## src/pkg/hcf_regs.vh

```
/*
 * Register offsets, reset values, field positions, code scale and bus address for the
 * haptic calibration and feedback register bank.
 * Assumes byte-wide registers addressed by an 8-bit pointer over the two-wire bus.
 */
`ifndef HCF_REGS_VH
`define HCF_REGS_VH

// Register offsets.
`define HCF_OFS_RATED_VOLTAGE 8'h16
`define HCF_OFS_OVERDRIVE_CLAMP 8'h17
`define HCF_OFS_CALIB_LOSS_COMP 8'h18
`define HCF_OFS_CALIB_BACKEMF 8'h19
`define HCF_OFS_FEEDBACK_CTRL 8'h1A

// Reset values.
`define HCF_RST_RATED_VOLTAGE 8'h3F
`define HCF_RST_OVERDRIVE_CLAMP 8'h89
`define HCF_RST_CALIB_LOSS_COMP 8'h0D
`define HCF_RST_CALIB_BACKEMF 8'h6D
`define HCF_RST_FEEDBACK_CTRL 8'h36

// Feedback control field positions.
`define HCF_FB_ACT_TYPE_BIT 7
`define HCF_FB_BRAKE_MSB 6
`define HCF_FB_BRAKE_LSB 4
`define HCF_FB_LOOP_MSB 3
`define HCF_FB_LOOP_LSB 2
`define HCF_FB_BEMF_MSB 1
`define HCF_FB_BEMF_LSB 0

// Fixed-point scale of the 8-bit result codes.
`define HCF_CODE_FULL_SCALE 16'h00FF

// Two-wire bus device address, arbitrary value.
`define HCF_DEV_ADDR 7'h2A

`endif

```

## src/design/hcf_calib_feedback.v

```verilog
/*
 * Haptic calibration and feedback register bank with its two-wire bus slave,
 * the calibration sequencer and the drive and feedback gain scaling.
 * Assumes serial clock and data arrive asynchronously from pins and that the
 * calibration measurements and playback controls come from logic on sys_clk.
 */
// Notes on behaviour
// In closed loop, overdrive drive level is capped at the overdrive clamp value.
// In closed loop, overdrive and braking may exceed the rated voltage level.
// In open loop, the clamp value is the full-scale reference; resets to 0x89.
// Calibration end stores loss compensation at 0x18; reset 0x0D.
// Compensation coefficient equals one plus register value over 255.
// Playback drive gain is multiplied by the compensation coefficient.
// Calibration measures actuator impedance and derives the compensation value.
// Compensation value offsets resistive losses in the output path.
// Calibration end stores rated back-EMF at 0x19; reset 0x6D.
// Back-EMF scales as value over 255 times 1.22 V over back-EMF gain.
// Stored back-EMF selects the closed-loop feedback gain automatically.
// Feedback control: type bit 7, brake 6-4, loop 3-2, back-EMF gain 1-0.
// Type bit 0 selects ERM, 1 selects LRA; set before calibration.
// Brake ratio codes 0 to 6 mean 1x,2x,3x,4x,6x,8x,16x.
// Host programs rated voltage before calibration, which reads it.
// Host reruns calibration after changing the rated voltage.
// Host-written result values stand until the next calibration overwrites them.
`timescale 1ns/1ps
`include "hcf_regs.vh"
`default_nettype none

module hcf_calib_feedback (
	// Clock and reset.
	input wire sys_clk,
	input wire rst_n,
	// Two-wire bus pins.
	input wire sclIn,
	input wire sdaIn,
	output reg sdaOut,
	output reg sdaOe,
	// Calibration control and measurements.
	input wire calStart,
	input wire measValid,
	input wire [7:0] measImpedance,
	input wire [7:0] measBackemf,
	output reg calBusy,
	output reg calDone,
	output reg [7:0] calRatedRef,
	// Playback controls.
	input wire loopClosed,
	input wire overdriveActive,
	input wire brakeActive,
	input wire [7:0] playAmp,
	// Drive and feedback outputs.
	output reg [7:0] driveRef,
	output reg [7:0] driveLevel,
	output reg [11:0] feedbackGain,
	output reg actuatorLra
);

////////////////////////////////////////////////////////////////////////////////
// Decoding functions.

	function [4:0] brakeMult;
		input [2:0] code;
		begin
			case (code)
				3'h0: brakeMult = 5'h01;
				3'h1: brakeMult = 5'h02;
				3'h2: brakeMult = 5'h03;
				3'h3: brakeMult = 5'h04;
				3'h4: brakeMult = 5'h06;
				3'h5: brakeMult = 5'h08;
				default: brakeMult = 5'h10;
			endcase
		end
	endfunction

	function isMapped;
		input [7:0] ofs;
		begin
			isMapped = (ofs >= `HCF_OFS_RATED_VOLTAGE) && (ofs <= `HCF_OFS_FEEDBACK_CTRL);
		end
	endfunction

////////////////////////////////////////////////////////////////////////////////
// Pin synchronisers and bus edge detection.

	reg [1:0] sclSync_reg;
	reg [1:0] sdaSync_reg;
	reg sclPrev_reg;
	reg sdaPrev_reg;
	wire sclRise = sclSync_reg[1] & ~sclPrev_reg;
	wire sclFall = ~sclSync_reg[1] & sclPrev_reg;
	wire busStart = sclSync_reg[1] & sclPrev_reg & sdaPrev_reg & ~sdaSync_reg[1];
	wire busStop = sclSync_reg[1] & sclPrev_reg & ~sdaPrev_reg & sdaSync_reg[1];

	always @(posedge sys_clk) begin
		if (!rst_n) begin
			sclSync_reg <= 2'h3;
			sdaSync_reg <= 2'h3;
			sclPrev_reg <= 1'b1;
			sdaPrev_reg <= 1'b1;
		end else begin
			sclSync_reg <= {sclSync_reg[0], sclIn};
			sdaSync_reg <= {sdaSync_reg[0], sdaIn};
			sclPrev_reg <= sclSync_reg[1];
			sdaPrev_reg <= sdaSync_reg[1];
		end
	end

////////////////////////////////////////////////////////////////////////////////
// Register bank.

	reg [7:0] ratedVoltage_reg;
	reg [7:0] overdriveLimitLevel_reg;
	reg [7:0] calibLossComp_reg;
	reg [7:0] calibBackemfLevel_reg;
	reg [7:0] feedbackCtrl_reg;
	reg [7:0] regPtr_reg;
	reg hostWrite;
	reg [7:0] hostData;
	reg calStore;
	reg [7:0] calCompValue;
	reg [7:0] calBemfValue;

	wire actuatorTypeSel = feedbackCtrl_reg[`HCF_FB_ACT_TYPE_BIT];
	wire [2:0] brakeGainRatio = feedbackCtrl_reg[`HCF_FB_BRAKE_MSB:`HCF_FB_BRAKE_LSB];
	wire [1:0] loopGainSel = feedbackCtrl_reg[`HCF_FB_LOOP_MSB:`HCF_FB_LOOP_LSB];
	wire [1:0] backemfAmpScale = feedbackCtrl_reg[`HCF_FB_BEMF_MSB:`HCF_FB_BEMF_LSB];

	reg [7:0] readData;
	always @* begin
		case (regPtr_reg)
			`HCF_OFS_RATED_VOLTAGE: readData = ratedVoltage_reg;
			`HCF_OFS_OVERDRIVE_CLAMP: readData = overdriveLimitLevel_reg;
			`HCF_OFS_CALIB_LOSS_COMP: readData = calibLossComp_reg;
			`HCF_OFS_CALIB_BACKEMF: readData = calibBackemfLevel_reg;
			`HCF_OFS_FEEDBACK_CTRL: readData = feedbackCtrl_reg;
			default: readData = 8'h00;
		endcase
	end

	always @(posedge sys_clk) begin
		if (!rst_n) begin
			ratedVoltage_reg <= `HCF_RST_RATED_VOLTAGE;
			overdriveLimitLevel_reg <= `HCF_RST_OVERDRIVE_CLAMP;
			calibLossComp_reg <= `HCF_RST_CALIB_LOSS_COMP;
			calibBackemfLevel_reg <= `HCF_RST_CALIB_BACKEMF;
			feedbackCtrl_reg <= `HCF_RST_FEEDBACK_CTRL;
		end else begin
			if (hostWrite) begin
				case (regPtr_reg)
					`HCF_OFS_RATED_VOLTAGE: ratedVoltage_reg <= hostData;
					`HCF_OFS_OVERDRIVE_CLAMP: overdriveLimitLevel_reg <= hostData;
					`HCF_OFS_CALIB_LOSS_COMP: calibLossComp_reg <= hostData;
					`HCF_OFS_CALIB_BACKEMF: calibBackemfLevel_reg <= hostData;
					`HCF_OFS_FEEDBACK_CTRL: feedbackCtrl_reg <= hostData;
					default: ;
				endcase
			end
			if (calStore) begin
				calibLossComp_reg <= calCompValue;
				calibBackemfLevel_reg <= calBemfValue;
			end
		end
	end

////////////////////////////////////////////////////////////////////////////////
// Two-wire bus slave.

	localparam BS_IDLE = 3'h0;
	localparam BS_RX = 3'h1;
	localparam BS_ACK = 3'h2;
	localparam BS_TX = 3'h3;
	localparam BS_RACK = 3'h4;
	localparam BK_ADDR = 2'h0;
	localparam BK_PTR = 2'h1;
	localparam BK_DATA = 2'h2;

	reg [2:0] busState_reg;
	reg [1:0] byteKind_reg;
	reg [3:0] bitCnt_reg;
	reg [7:0] shift_reg;
	reg readMode_reg;
	reg masterAck_reg;

	always @(posedge sys_clk) begin
		if (!rst_n) begin
			busState_reg <= BS_IDLE;
			byteKind_reg <= BK_ADDR;
			bitCnt_reg <= 4'h0;
			shift_reg <= 8'h00;
			readMode_reg <= 1'b0;
			masterAck_reg <= 1'b0;
			regPtr_reg <= 8'h00;
			sdaOut <= 1'b0;
			sdaOe <= 1'b0;
			hostWrite <= 1'b0;
			hostData <= 8'h00;
		end else begin
			hostWrite <= 1'b0;
			if (busStop) begin
				busState_reg <= BS_IDLE;
				sdaOe <= 1'b0;
			end else if (busStart) begin
				busState_reg <= BS_RX;
				byteKind_reg <= BK_ADDR;
				bitCnt_reg <= 4'h0;
				sdaOe <= 1'b0;
			end else begin
				case (busState_reg)
					BS_IDLE: sdaOe <= 1'b0;
					BS_RX: begin
						if (sclRise && bitCnt_reg < 4'h8) begin
							shift_reg <= {shift_reg[6:0], sdaSync_reg[1]};
							bitCnt_reg <= bitCnt_reg + 4'h1;
						end else if (sclFall && bitCnt_reg == 4'h8) begin
							busState_reg <= BS_ACK;
							sdaOe <= 1'b1;
							case (byteKind_reg)
								BK_ADDR: begin
									if (shift_reg[7:1] == `HCF_DEV_ADDR) begin
										readMode_reg <= shift_reg[0];
									end else begin
										busState_reg <= BS_IDLE;
										sdaOe <= 1'b0;
									end
								end
								BK_PTR: regPtr_reg <= shift_reg;
								default: begin
									hostWrite <= isMapped(regPtr_reg);
									hostData <= shift_reg;
								end
							endcase
						end
					end
					BS_ACK: begin
						if (sclFall) begin
							bitCnt_reg <= 4'h0;
							if (byteKind_reg == BK_DATA) begin
								regPtr_reg <= regPtr_reg + 8'h01;
							end
							if (byteKind_reg == BK_ADDR && readMode_reg) begin
								busState_reg <= BS_TX;
								shift_reg <= {readData[6:0], 1'b0};
								sdaOe <= ~readData[7];
								bitCnt_reg <= 4'h1;
							end else begin
								busState_reg <= BS_RX;
								sdaOe <= 1'b0;
								byteKind_reg <= (byteKind_reg == BK_ADDR) ? BK_PTR : BK_DATA;
							end
						end
					end
					BS_TX: begin
						if (sclFall) begin
							if (bitCnt_reg == 4'h8) begin
								busState_reg <= BS_RACK;
								sdaOe <= 1'b0;
								regPtr_reg <= regPtr_reg + 8'h01;
							end else begin
								sdaOe <= ~shift_reg[7];
								shift_reg <= {shift_reg[6:0], 1'b0};
								bitCnt_reg <= bitCnt_reg + 4'h1;
							end
						end
					end
					BS_RACK: begin
						if (sclRise) begin
							masterAck_reg <= ~sdaSync_reg[1];
						end else if (sclFall) begin
							if (masterAck_reg) begin
								busState_reg <= BS_TX;
								shift_reg <= {readData[6:0], 1'b0};
								sdaOe <= ~readData[7];
								bitCnt_reg <= 4'h1;
							end else begin
								busState_reg <= BS_IDLE;
							end
						end
					end
					default: busState_reg <= BS_IDLE;
				endcase
			end
		end
	end

////////////////////////////////////////////////////////////////////////////////
// Calibration sequencer.

	localparam CS_IDLE = 2'h0;
	localparam CS_IMPEDANCE = 2'h1;
	localparam CS_BACKEMF = 2'h2;

	reg [1:0] calState_reg;

	always @(posedge sys_clk) begin
		if (!rst_n) begin
			calState_reg <= CS_IDLE;
			calBusy <= 1'b0;
			calDone <= 1'b0;
			calRatedRef <= 8'h00;
			calStore <= 1'b0;
			calCompValue <= 8'h00;
			calBemfValue <= 8'h00;
		end else begin
			calDone <= 1'b0;
			calStore <= 1'b0;
			case (calState_reg)
				CS_IDLE: begin
					if (calStart) begin
						calState_reg <= CS_IMPEDANCE;
						calBusy <= 1'b1;
						calRatedRef <= ratedVoltage_reg;
					end
				end
				CS_IMPEDANCE: begin
					if (measValid) begin
						// Lower impedance loses more in the driver, so it needs more boost.
						calCompValue <= 8'hFF - measImpedance;
						calState_reg <= CS_BACKEMF;
					end
				end
				CS_BACKEMF: begin
					if (measValid) begin
						calBemfValue <= measBackemf;
						calStore <= 1'b1;
						calDone <= 1'b1;
						calBusy <= 1'b0;
						calState_reg <= CS_IDLE;
					end
				end
				default: calState_reg <= CS_IDLE;
			endcase
		end
	end

////////////////////////////////////////////////////////////////////////////////
// Drive reference, compensated drive level and feedback gain.

	// Full amplitude times twice full scale needs seventeen bits.
	wire [16:0] ampProduct = {9'h000, playAmp} *
		({9'h000, calibLossComp_reg} + {1'b0, `HCF_CODE_FULL_SCALE});
	wire [16:0] ampScaled = ampProduct / {1'b0, `HCF_CODE_FULL_SCALE};
	wire [7:0] ampSat = (ampScaled[16:8] != 9'h000) ? 8'hFF : ampScaled[7:0];
	wire raiseAllowed = loopClosed & (overdriveActive | brakeActive);
	wire [7:0] refNext = !loopClosed ? overdriveLimitLevel_reg :
		raiseAllowed ? overdriveLimitLevel_reg : ratedVoltage_reg;
	wire [7:0] levelNext = (ampSat > refNext) ? refNext : ampSat;
	// Back-EMF code is shifted right by the amplifier scale code before setting the gain.
	wire [7:0] bemfVolts = calibBackemfLevel_reg >> backemfAmpScale;
	wire [7:0] baseGain = (8'hFF - bemfVolts) >> (2'h3 - loopGainSel);
	wire [12:0] brakeGain = {5'h00, baseGain} * {8'h00, brakeMult(brakeGainRatio)};

	always @(posedge sys_clk) begin
		if (!rst_n) begin
			driveRef <= 8'h00;
			driveLevel <= 8'h00;
			feedbackGain <= 12'h000;
			actuatorLra <= 1'b0;
		end else begin
			driveRef <= refNext;
			driveLevel <= levelNext;
			feedbackGain <= brakeActive ? brakeGain[11:0] : {4'h0, baseGain};
			actuatorLra <= actuatorTypeSel;
		end
	end

endmodule // hcf_calib_feedback

`default_nettype wire

```

## config.mk

```make
export PLATFORM = sky130hd
export DESIGN_NAME = hcf_calib_feedback
export DESIGN_NICKNAME = d
export VERILOG_FILES = /design/src/design/hcf_calib_feedback.v
export VERILOG_INCLUDE_DIRS = /design/src /design/src/pkg
export SDC_FILE = /design/constraint.sdc
export NUM_CORES = 1
export LEC_CHECK = 0
export CAP_MARGIN = 25
export CORE_MARGIN = 1.5
export CORE_UTILIZATION = 35
export DETAILED_ROUTE_END_ITERATION = 6
export DONT_BUFFER_PORTS = 1
export PLACE_DENSITY = 0.55
export REMOVE_ABC_BUFFERS = 1
export SLEW_MARGIN = 10
export SYNTH_ARGS = -nofsm -noshare
export SYNTH_HDL_FRONTEND = slang
export SYNTH_SLANG_ARGS = --single-unit
```

## constraint.sdc

```tcl
create_clock -name sys_clk -period 17 [get_ports sys_clk]
set_input_delay 2.55 -clock sys_clk [delete_from_list [all_inputs] [get_ports sys_clk]]
set_output_delay 2.55 -clock sys_clk [all_outputs]
set_load 0.01 [all_outputs]
```

==> metrics.md, run 1 <==
| Metric | Value |
|---|---|
| RSZ-0062 raised after global routing | no |
| Die ar. | approximately 0.038 mm² |
| Ys flop type | dfxtp_1 |
| Final hold viol count | 0 |
| R2R Path Start | calibLossComp_reg[0] |
| Arrival @ worst endpoint | about 15 ns |
| Commonest non-fill, non-tap cell in the layout | nand2_1 |
| Critical path capture point type | flop |
| Layout area overhead | 7.02% |
| Io pins | 74 |
| Number of flops mapped to enable cells by yosys | 0 |
| H-Tree Depth | 4 |
| Status | finished, violations left |
| Compound-Gate Fraction of Synth Area | a little over a fifth |
| Drc violations | 3 |
| Xor/xnor share of the synthesized area | ~3.5% |
| CP Class | in -> reg |
| Async SR Flop Fraction | 0% |
| Drt wl/cell | 17.6 µm |
| First-pass GRT wire length | 58,000 µm |
| Max Cap Violations | 0 |
| GPL Wtd Cong | roughly 0.90 |
| PostCTS Resize Cnt | 0 |
| Yosys reg bits | 140 |
| Root buffer cell | clkbuf_16 |
| Post-Syn Area per Cell | 8.00 µm² |
| Critical-path top delay cell | xnor2_1 |
| WP data required | between 15 and 20 ns |
| Largest family of logic cells by synthesized area | simple AND/OR/NAND/NOR gates |
| Top reg by flops | feedbackGain |
| Max transition margin | around a third |
| Max reg flops | 12 |
| Clock-pin slew on the worst setup and hold paths | roughly 0.06 ns |
| Post-synth cell types | 111 |
| 1st-pass router iterations | 7 |
| Via density | about 5.5 |
| Commonest non-fill, non-tap cells in the layout | nand2_1 (172), nor2_1 (170), dfxtp_1 (140) |
| Register area share after synthesis | 22.0% |
| Layout Skew | 0.0157 ns |
| Hold-fix buffer count after cts | 0 |
| Antenna-violating nets left | 0 |
| Mux cell area share after synthesis | 6.00% |
| Initial Util | around 36% |
| Largest net degree at the start of global routing | a little under 100 |
| Post-Syn Area | 0.0127 mm² |
| Fmax | 68.5 MHz |
| Setup TNS | 0 ns |
| DRT Wirelength | 35,500 µm |
| Final setup viols | 0 |
| Failing checks | DRC |
| Critical path origin | playAmp[7] |
| Cells after Synth | 1,591 |
| Clock buffer depth | 2 |
| Antenna violations before repair | 1 |
| Yosys warns | 0 |
| PD cells | 112 mW/mm² |
| Core footprint | 0.0357 mm² |
| Crit Path Max Fanout | 15 |
| P_leak | 0.00545 µW |
| Actual slew at the worst max-slew pin | ~1 ns |
| Non-filler cells, final | 2,020 |
| Overflow after GRT | 0 |
| Startpoint class of the critical path | primary input |
| DP Cell Count | 1,985 |
| PortBufs | 0 |
| Nets | 1,711 |
| Hold path start | sdaSync_reg[0] |
| Die Wd | 194 µm |
| GRT Util Overall | between 10% and 20% |
| Die Y | 194 µm |
| Dpl hpwl | 27,400 µm |
| Hold crit path type | reg -> reg |
| Post-CTS setup buffers | 0 |
| Min cycle time layout | 14.60 ns |
| CTS tree | built |
| Worst-Skew Late Latency | about 0.43 ns |
| DRT iter0 DRCs | 818 |
| Crit share post-route | 85.9% |
| Synth Area in Simple Gates | between 20% and 30% |
| Share of cells above drive strength 1 | 8.15% |
| Slew Limit Fails | 0 |
| TritonCTS Buffers | 17 |
| Total power | around 1500 µW |
| Crit-path max cell delay | approximately 0.79 ns |
| Sink Count | 140 |
| Worst vdd ir | 0.0000788 V |
| Post-Synth Adder-Cell Area | 16.5% |
| Vias in the first global route | 10,700 |
| Cell mode on critical path | fa_1 |
| Rows | about 70 |
| Via count | 11,200 |
worst paths after layout:
kind / end / slack, ns / depth (start not counted)
setup / recovery: driveLevel[4] / 2.40 / 46
hold / removal: sdaSync_reg[1] / 0.41 / 1
setup reg to reg: driveLevel[4] / 2.79 / 50
hold reg to reg: sdaSync_reg[1] / 0.41 / 1
synth_stat cells (21+ instances only):
library cell | instances | area (µm²)
mux2i_1 | 56 | 561
nor2b_1 | 49 | 307
nand2b_1 | 28 | 175
dfxtp_1 | 140 | 2800
nand2_1 | 172 | 646
a22oi_1 | 21 | 158
clkbuf_1 | 54 | 203
xnor2_1 | 27 | 236
o21ai_0 | 38 | 190
fa_1 | 59 | 1180
ha_1 | 73 | 913
nor2_1 | 170 | 638
inv_1 | 98 | 368
and2_1 | 40 | 250
nand3_1 | 51 | 255
nor3_1 | 29 | 145
a211oi_1 | 29 | 218
a21oi_1 | 120 | 601
final cells by class:
class	instances	area [µm²]
clock buffer	18	429
timing repair buffer	8	76.3
antenna	1	2.50
tap	461	577
multi-input combinational	1280	9260
fill	3730	22000
sequential	140	2800
clock inverter	13	93.8
inverter	99	373
power by group:
group | switching [µW] | internal [µW] | leakage (µW)
sequential | 15.4 | 342 | 0.00114
combinational | 523 | 301 | 0.00406
clock | 154 | 186 | 0.000249
per-layer routing:
| layer | wire [µm] | global-route usage (%) | vias to the layer above |
|---|---|---|---|
| li1 | - | - | 5528 |
| met1 | 16800 | 25.6 | 5379 |
| met2 | 16800 | 31.8 | 243 |
| met3 | 1420 | 2.64 | 34 |
| met4 | 514 | 4.08 | 0 |
| met5 | 0 | 0 | - |
stage by stage:
| stage | hold slack (ns) | setup slack, ns | util [%] | instance area, µm² |
|---|---|---|---|---|
| floorplan | 0.386 | 3.57 | - | 12400 |
| global placement | 0.401 | 2.15 | 36.6 | 13100 |
| detailed placement | 0.397 | 2.13 | 36.6 | 13100 |
| CTS | 0.419 | 2.56 | 38.1 | 13600 |
| global route | 0.433 | 1.60 | 38.2 | 13600 |
| finish | 0.409 | 2.40 | 38.2 | 13600 |
kinds of logic after synthesis:
kind of cell	Yosys count
and+or+nand+nor	636
AOI/OAI and AO/OA	391
buffers and inverters	171
DFF	140
adders and majority gates	132
muxes	73
xor gates and xnor gates	47
other	1
worst max-delay path: cells and delay by family:
family / cells / cell delay (ns)
AO/OA/AOI/OAI: 18 / 4.66
adder cells (fa/ha/maj): 7 / 2.97
buffers and inverters: 3 / 0.15
AND/OR/NAND/NOR: 15 / 3.23
XOR/XNOR: 3 / 1.34
(Power assumes the default switching activity.)
==> run 2: changes to the inputs <==
--- a/config.mk
+++ b/config.mk
@@ -6,7 +6,8 @@
 export SDC_FILE = /design/constraint.sdc
 export NUM_CORES = 1
 export LEC_CHECK = 0
-export CAP_MARGIN = 25
+export ABC_AREA = 1
+export CAP_MARGIN = 20
 export CORE_MARGIN = 1.5
 export CORE_UTILIZATION = 35
 export DETAILED_ROUTE_END_ITERATION = 6
==> run 2 against run 1 <==
The run now ends clean. Sequential share of layout area grew 0.12 points. Register-to-register slack gained 2.0 ns. Sequential power grew 8.4%. Worst setup slack gained 1.9 ns. Critical endpoint is now driveLevel[7]. First-iteration DRC count shrank 22%. Routed wire length shrank 6.2%. Critical path type unchanged. Via count grew 3.0%. Clock-buffer cell count shrank 1.
==> metrics.md, run 2 <==
| Metric | Value |
|---|---|
| Status | complete, no violations |
| Root buffer cell | clkbuf_16 |
| Die Wd | 192 µm |
| Register area share after synthesis | 22.4% |
| RR Endpoint | driveLevel[7] |
| Synth area leader | dfxtp_1 |
| Net Sw Frac | 47.0% |
| Commonest non-fill, non-tap cells in the layout | nand2_1 (401), inv_1 (326), nor2_1 (223) |
| Post-synth cell types | 60 |
| Initial Util | a little over a third |
| Hold crit path type | reg -> reg |
| GPL Wtd Cong | 0.906 |
| Fmax | 78.8 MHz |
| CP Class | in -> reg |
| Yosys top cell area share | 22.4% |
| Logic pwr share | 50.8% |
| Startpoint class of the critical path | primary input |
| Layout area overhead | 8.10% |
| Cells after Synth | 1,880 |
| DRT Wirelength | 33,300 µm |
| Register area | roughly 0.0028 mm² |
| Max Cap Violations | 0 |
| Commonest non-fill, non-tap cell in the layout | nand2_1 |
| WP data required | 17.33 ns |
| DRT iter0 DRCs | between 600 and 700 |
| Internal | 818 µW |
| Critical path origin | playAmp[4] |
| Post-synth top cells | nand2_1 (401), inv_1 (327), nor2_1 (223), dfxtp_1 (140), o21ai_0 (116) |
| Via count | 11,500 |
| Final setup viols | 0 |
| Setup TNS | 0 ns |
| Async SR Flop Fraction | 0% |
| PortBufs | 0 |
| Post-Syn Area per Cell | approximately 6.7 µm² |
| Number of flops mapped to enable cells by yosys | 0 |
| PD cells | 114 mW/mm² |
| Via density | 4.93 |
| Arrival @ worst endpoint | 13.02 ns |
| Slew Limit Fails | 0 |
| Path depth of the worst reg2reg path | 78 |
| Clock share of power | 24.2% |
| Share of cells above drive strength 1 | approximately 9% |
| Rows | around 70 |
| Vias in the first global route | 11,100 |
| Clock-pin slew on the worst setup and hold paths | 0.07 ns |
| Actual slew at the worst max-slew pin | around 1.0 ns |
| Critical-path top delay cell | fa_1 |
| First-pass GRT wire length | 55,300 µm |
| Worst vdd ir | between 0.00006 and 0.00007 V |
| PostCTS Resize Cnt | 0 |
| Die ar. | 0.0369 mm² |
| Critical path capture point type | flop |
| Drc violations | 0 |
| Layout Skew | 0.00809 ns |
| Antenna violations before repair | 0 |
| P_sw | between 700 and 800 µW |
| Hold-fix buffer count after cts | 0 |
| Worst-Skew Late Latency | around 0.43 ns |
| Core footprint | about 0.035 mm² |
| Yosys reg bits | 140 |
| Clock buffer depth | 2 |
| TritonCTS Buffers | 17 |
| Count leader, synth | nand2_1 |
| Multi-input gate area | 0.00828 mm² |
| Max transition margin | 32.8% |
| Crit Path Max Fanout | 14 |
| Area contributors post-synth | dfxtp_1 (22%), nand2_1 (12%), inv_1 (9.8%), fa_1 (9.4%), ha_1 (7.3%) |
| R2R Path Start | calibLossComp_reg[0] |
| Total power | 1540 µW |
| Worst R2R Setup Slack | approximately 4.8 ns |
| Die Y | 192 µm |
| Max reg flops | 12 |
| Top reg by flops | feedbackGain |
| Ant diodes | 0 |
| Crit share post-route | 74.6% |
| GRT Util Overall | between 15 and 20% |
| Cell mode on critical path | nand2_1 |
| Ys flop type | dfxtp_1 |
| Io pins | 74 |
| Antenna-violating nets left | 0 |
| RSZ-0062 raised after global routing | no |
| CTS tree | built |
| Sink Count | 140 |
| Largest net degree at the start of global routing | between 70 and 80 |
| Nets | around 2,000 |
| Post-Syn Area | 0.0125 mm² |
| Seq pwr share | 25.1% |
| Drt wl/cell | 14.2 µm |
| Crit-path max cell delay | 0.58 ns |
| Yosys warns | 0 |
| Overflow after GRT | 0 |
| Dpl hpwl | 27,000 µm |
| Crit path to | driveLevel[7] |
| Min cycle time layout | 12.69 ns |
| P_leak | 0.00663 µW |
| H-Tree Depth | 4 |
| Final hold viol count | 0 |
| Filler cells | 3,827 |
| Post-CTS setup buffers | 0 |
| 1st-pass router iterations | 7 |
-- run 2: changes by cell type after synthesis, sizes merged, moves of 23 or more --
cell    previous run  this run
nand2            174       451
and2              41         2
a211oi            35         9
xnor2             29         6
o21ai             52       127
clkbuf            55        30
inv               99       338
a21oi            124       100
nor2             171       247
nand2b            28         0
mux2i             56         3
nor2b             49         0
nand3             53       113
-- run 2: worst min-delay path by stage --
stage                     cells after the start              to  slack (ns)           start
after floorplan                               1  sclSync_reg[1]        0.39  sclSync_reg[0]
after global placement                        1  sdaSync_reg[1]        0.40  sdaSync_reg[0]
after detailed placement                      1  sclSync_reg[1]        0.41  sclSync_reg[0]
after CTS                                     1  sclSync_reg[1]        0.42  sclSync_reg[0]
after global routing                          1  sdaSync_reg[1]        0.43  sdaSync_reg[0]
final                                         1  sclSync_reg[1]        0.41  sclSync_reg[0]
-- run 2: cells by family after synthesis --
| family | count (synthesis) | share of synthesized area (%) |
|---|---|---|
| simple gates | 877 | 32.1 |
| buf+inv | 378 | 11.5 |
| compound gates | 331 | 15.6 |
| flops | 140 | 22.4 |
| fa+ha+maj | 132 | 16.7 |
| xor+xnor | 18 | 1.41 |
| mux | 3 | 0.240 |
| other cells | 1 | 0.0299 |
-- run 2: metrics by stage --
step	hold WS (ns)	instances	util, %	worst slack, ns	instance area, µm²
after floorplan	0.393	1844	-	5.12	12400
after global placement	0.395	2307	36.6	4.07	13000
after detailed placement	0.405	2307	36.6	3.87	13000
after CTS	0.420	2339	38.2	4.30	13500
after global routing	0.430	2339	38.2	3.13	13500
final	0.413	2339	38.2	4.31	13500
-- run 2: cell type report --
type,count,share of cell area [%]
clock buffers,17,3.14
flip-flops and latches,140,20.7
multi-input cells,1362,61.1
inverters,342,9.48
clock inverters,15,1.16
repair buffers,2,0.111
well taps,461,4.26
-- run 2: power by group through the flow --
stage	clock network, µW	registers [µW]	logic [µW]
after floorplan	0	383	632
after global placement	0	395	779
after detailed placement	0	395	781
after CTS	381	388	785
after global routing	397	390	905
final	373	387	784
-- run 2: critical path: cells and delay by family --
| family | cells | cell delay [ns] |
|---|---|---|
| compound gates | 9 | 1.28 |
| fa+ha+maj | 7 | 2.76 |
| simple gates | 48 | 5.35 |
| buf+inv | 10 | 1.04 |
-- run 2: layer usage --
layer	vias to the layer above	routed length, µm	global-route usage (%)
met5	-	0	0
met2	187	16400	32.9
met1	5323	15500	23.5
met3	26	1040	2.65
li1	5984	-	-
met4	0	409	4.62
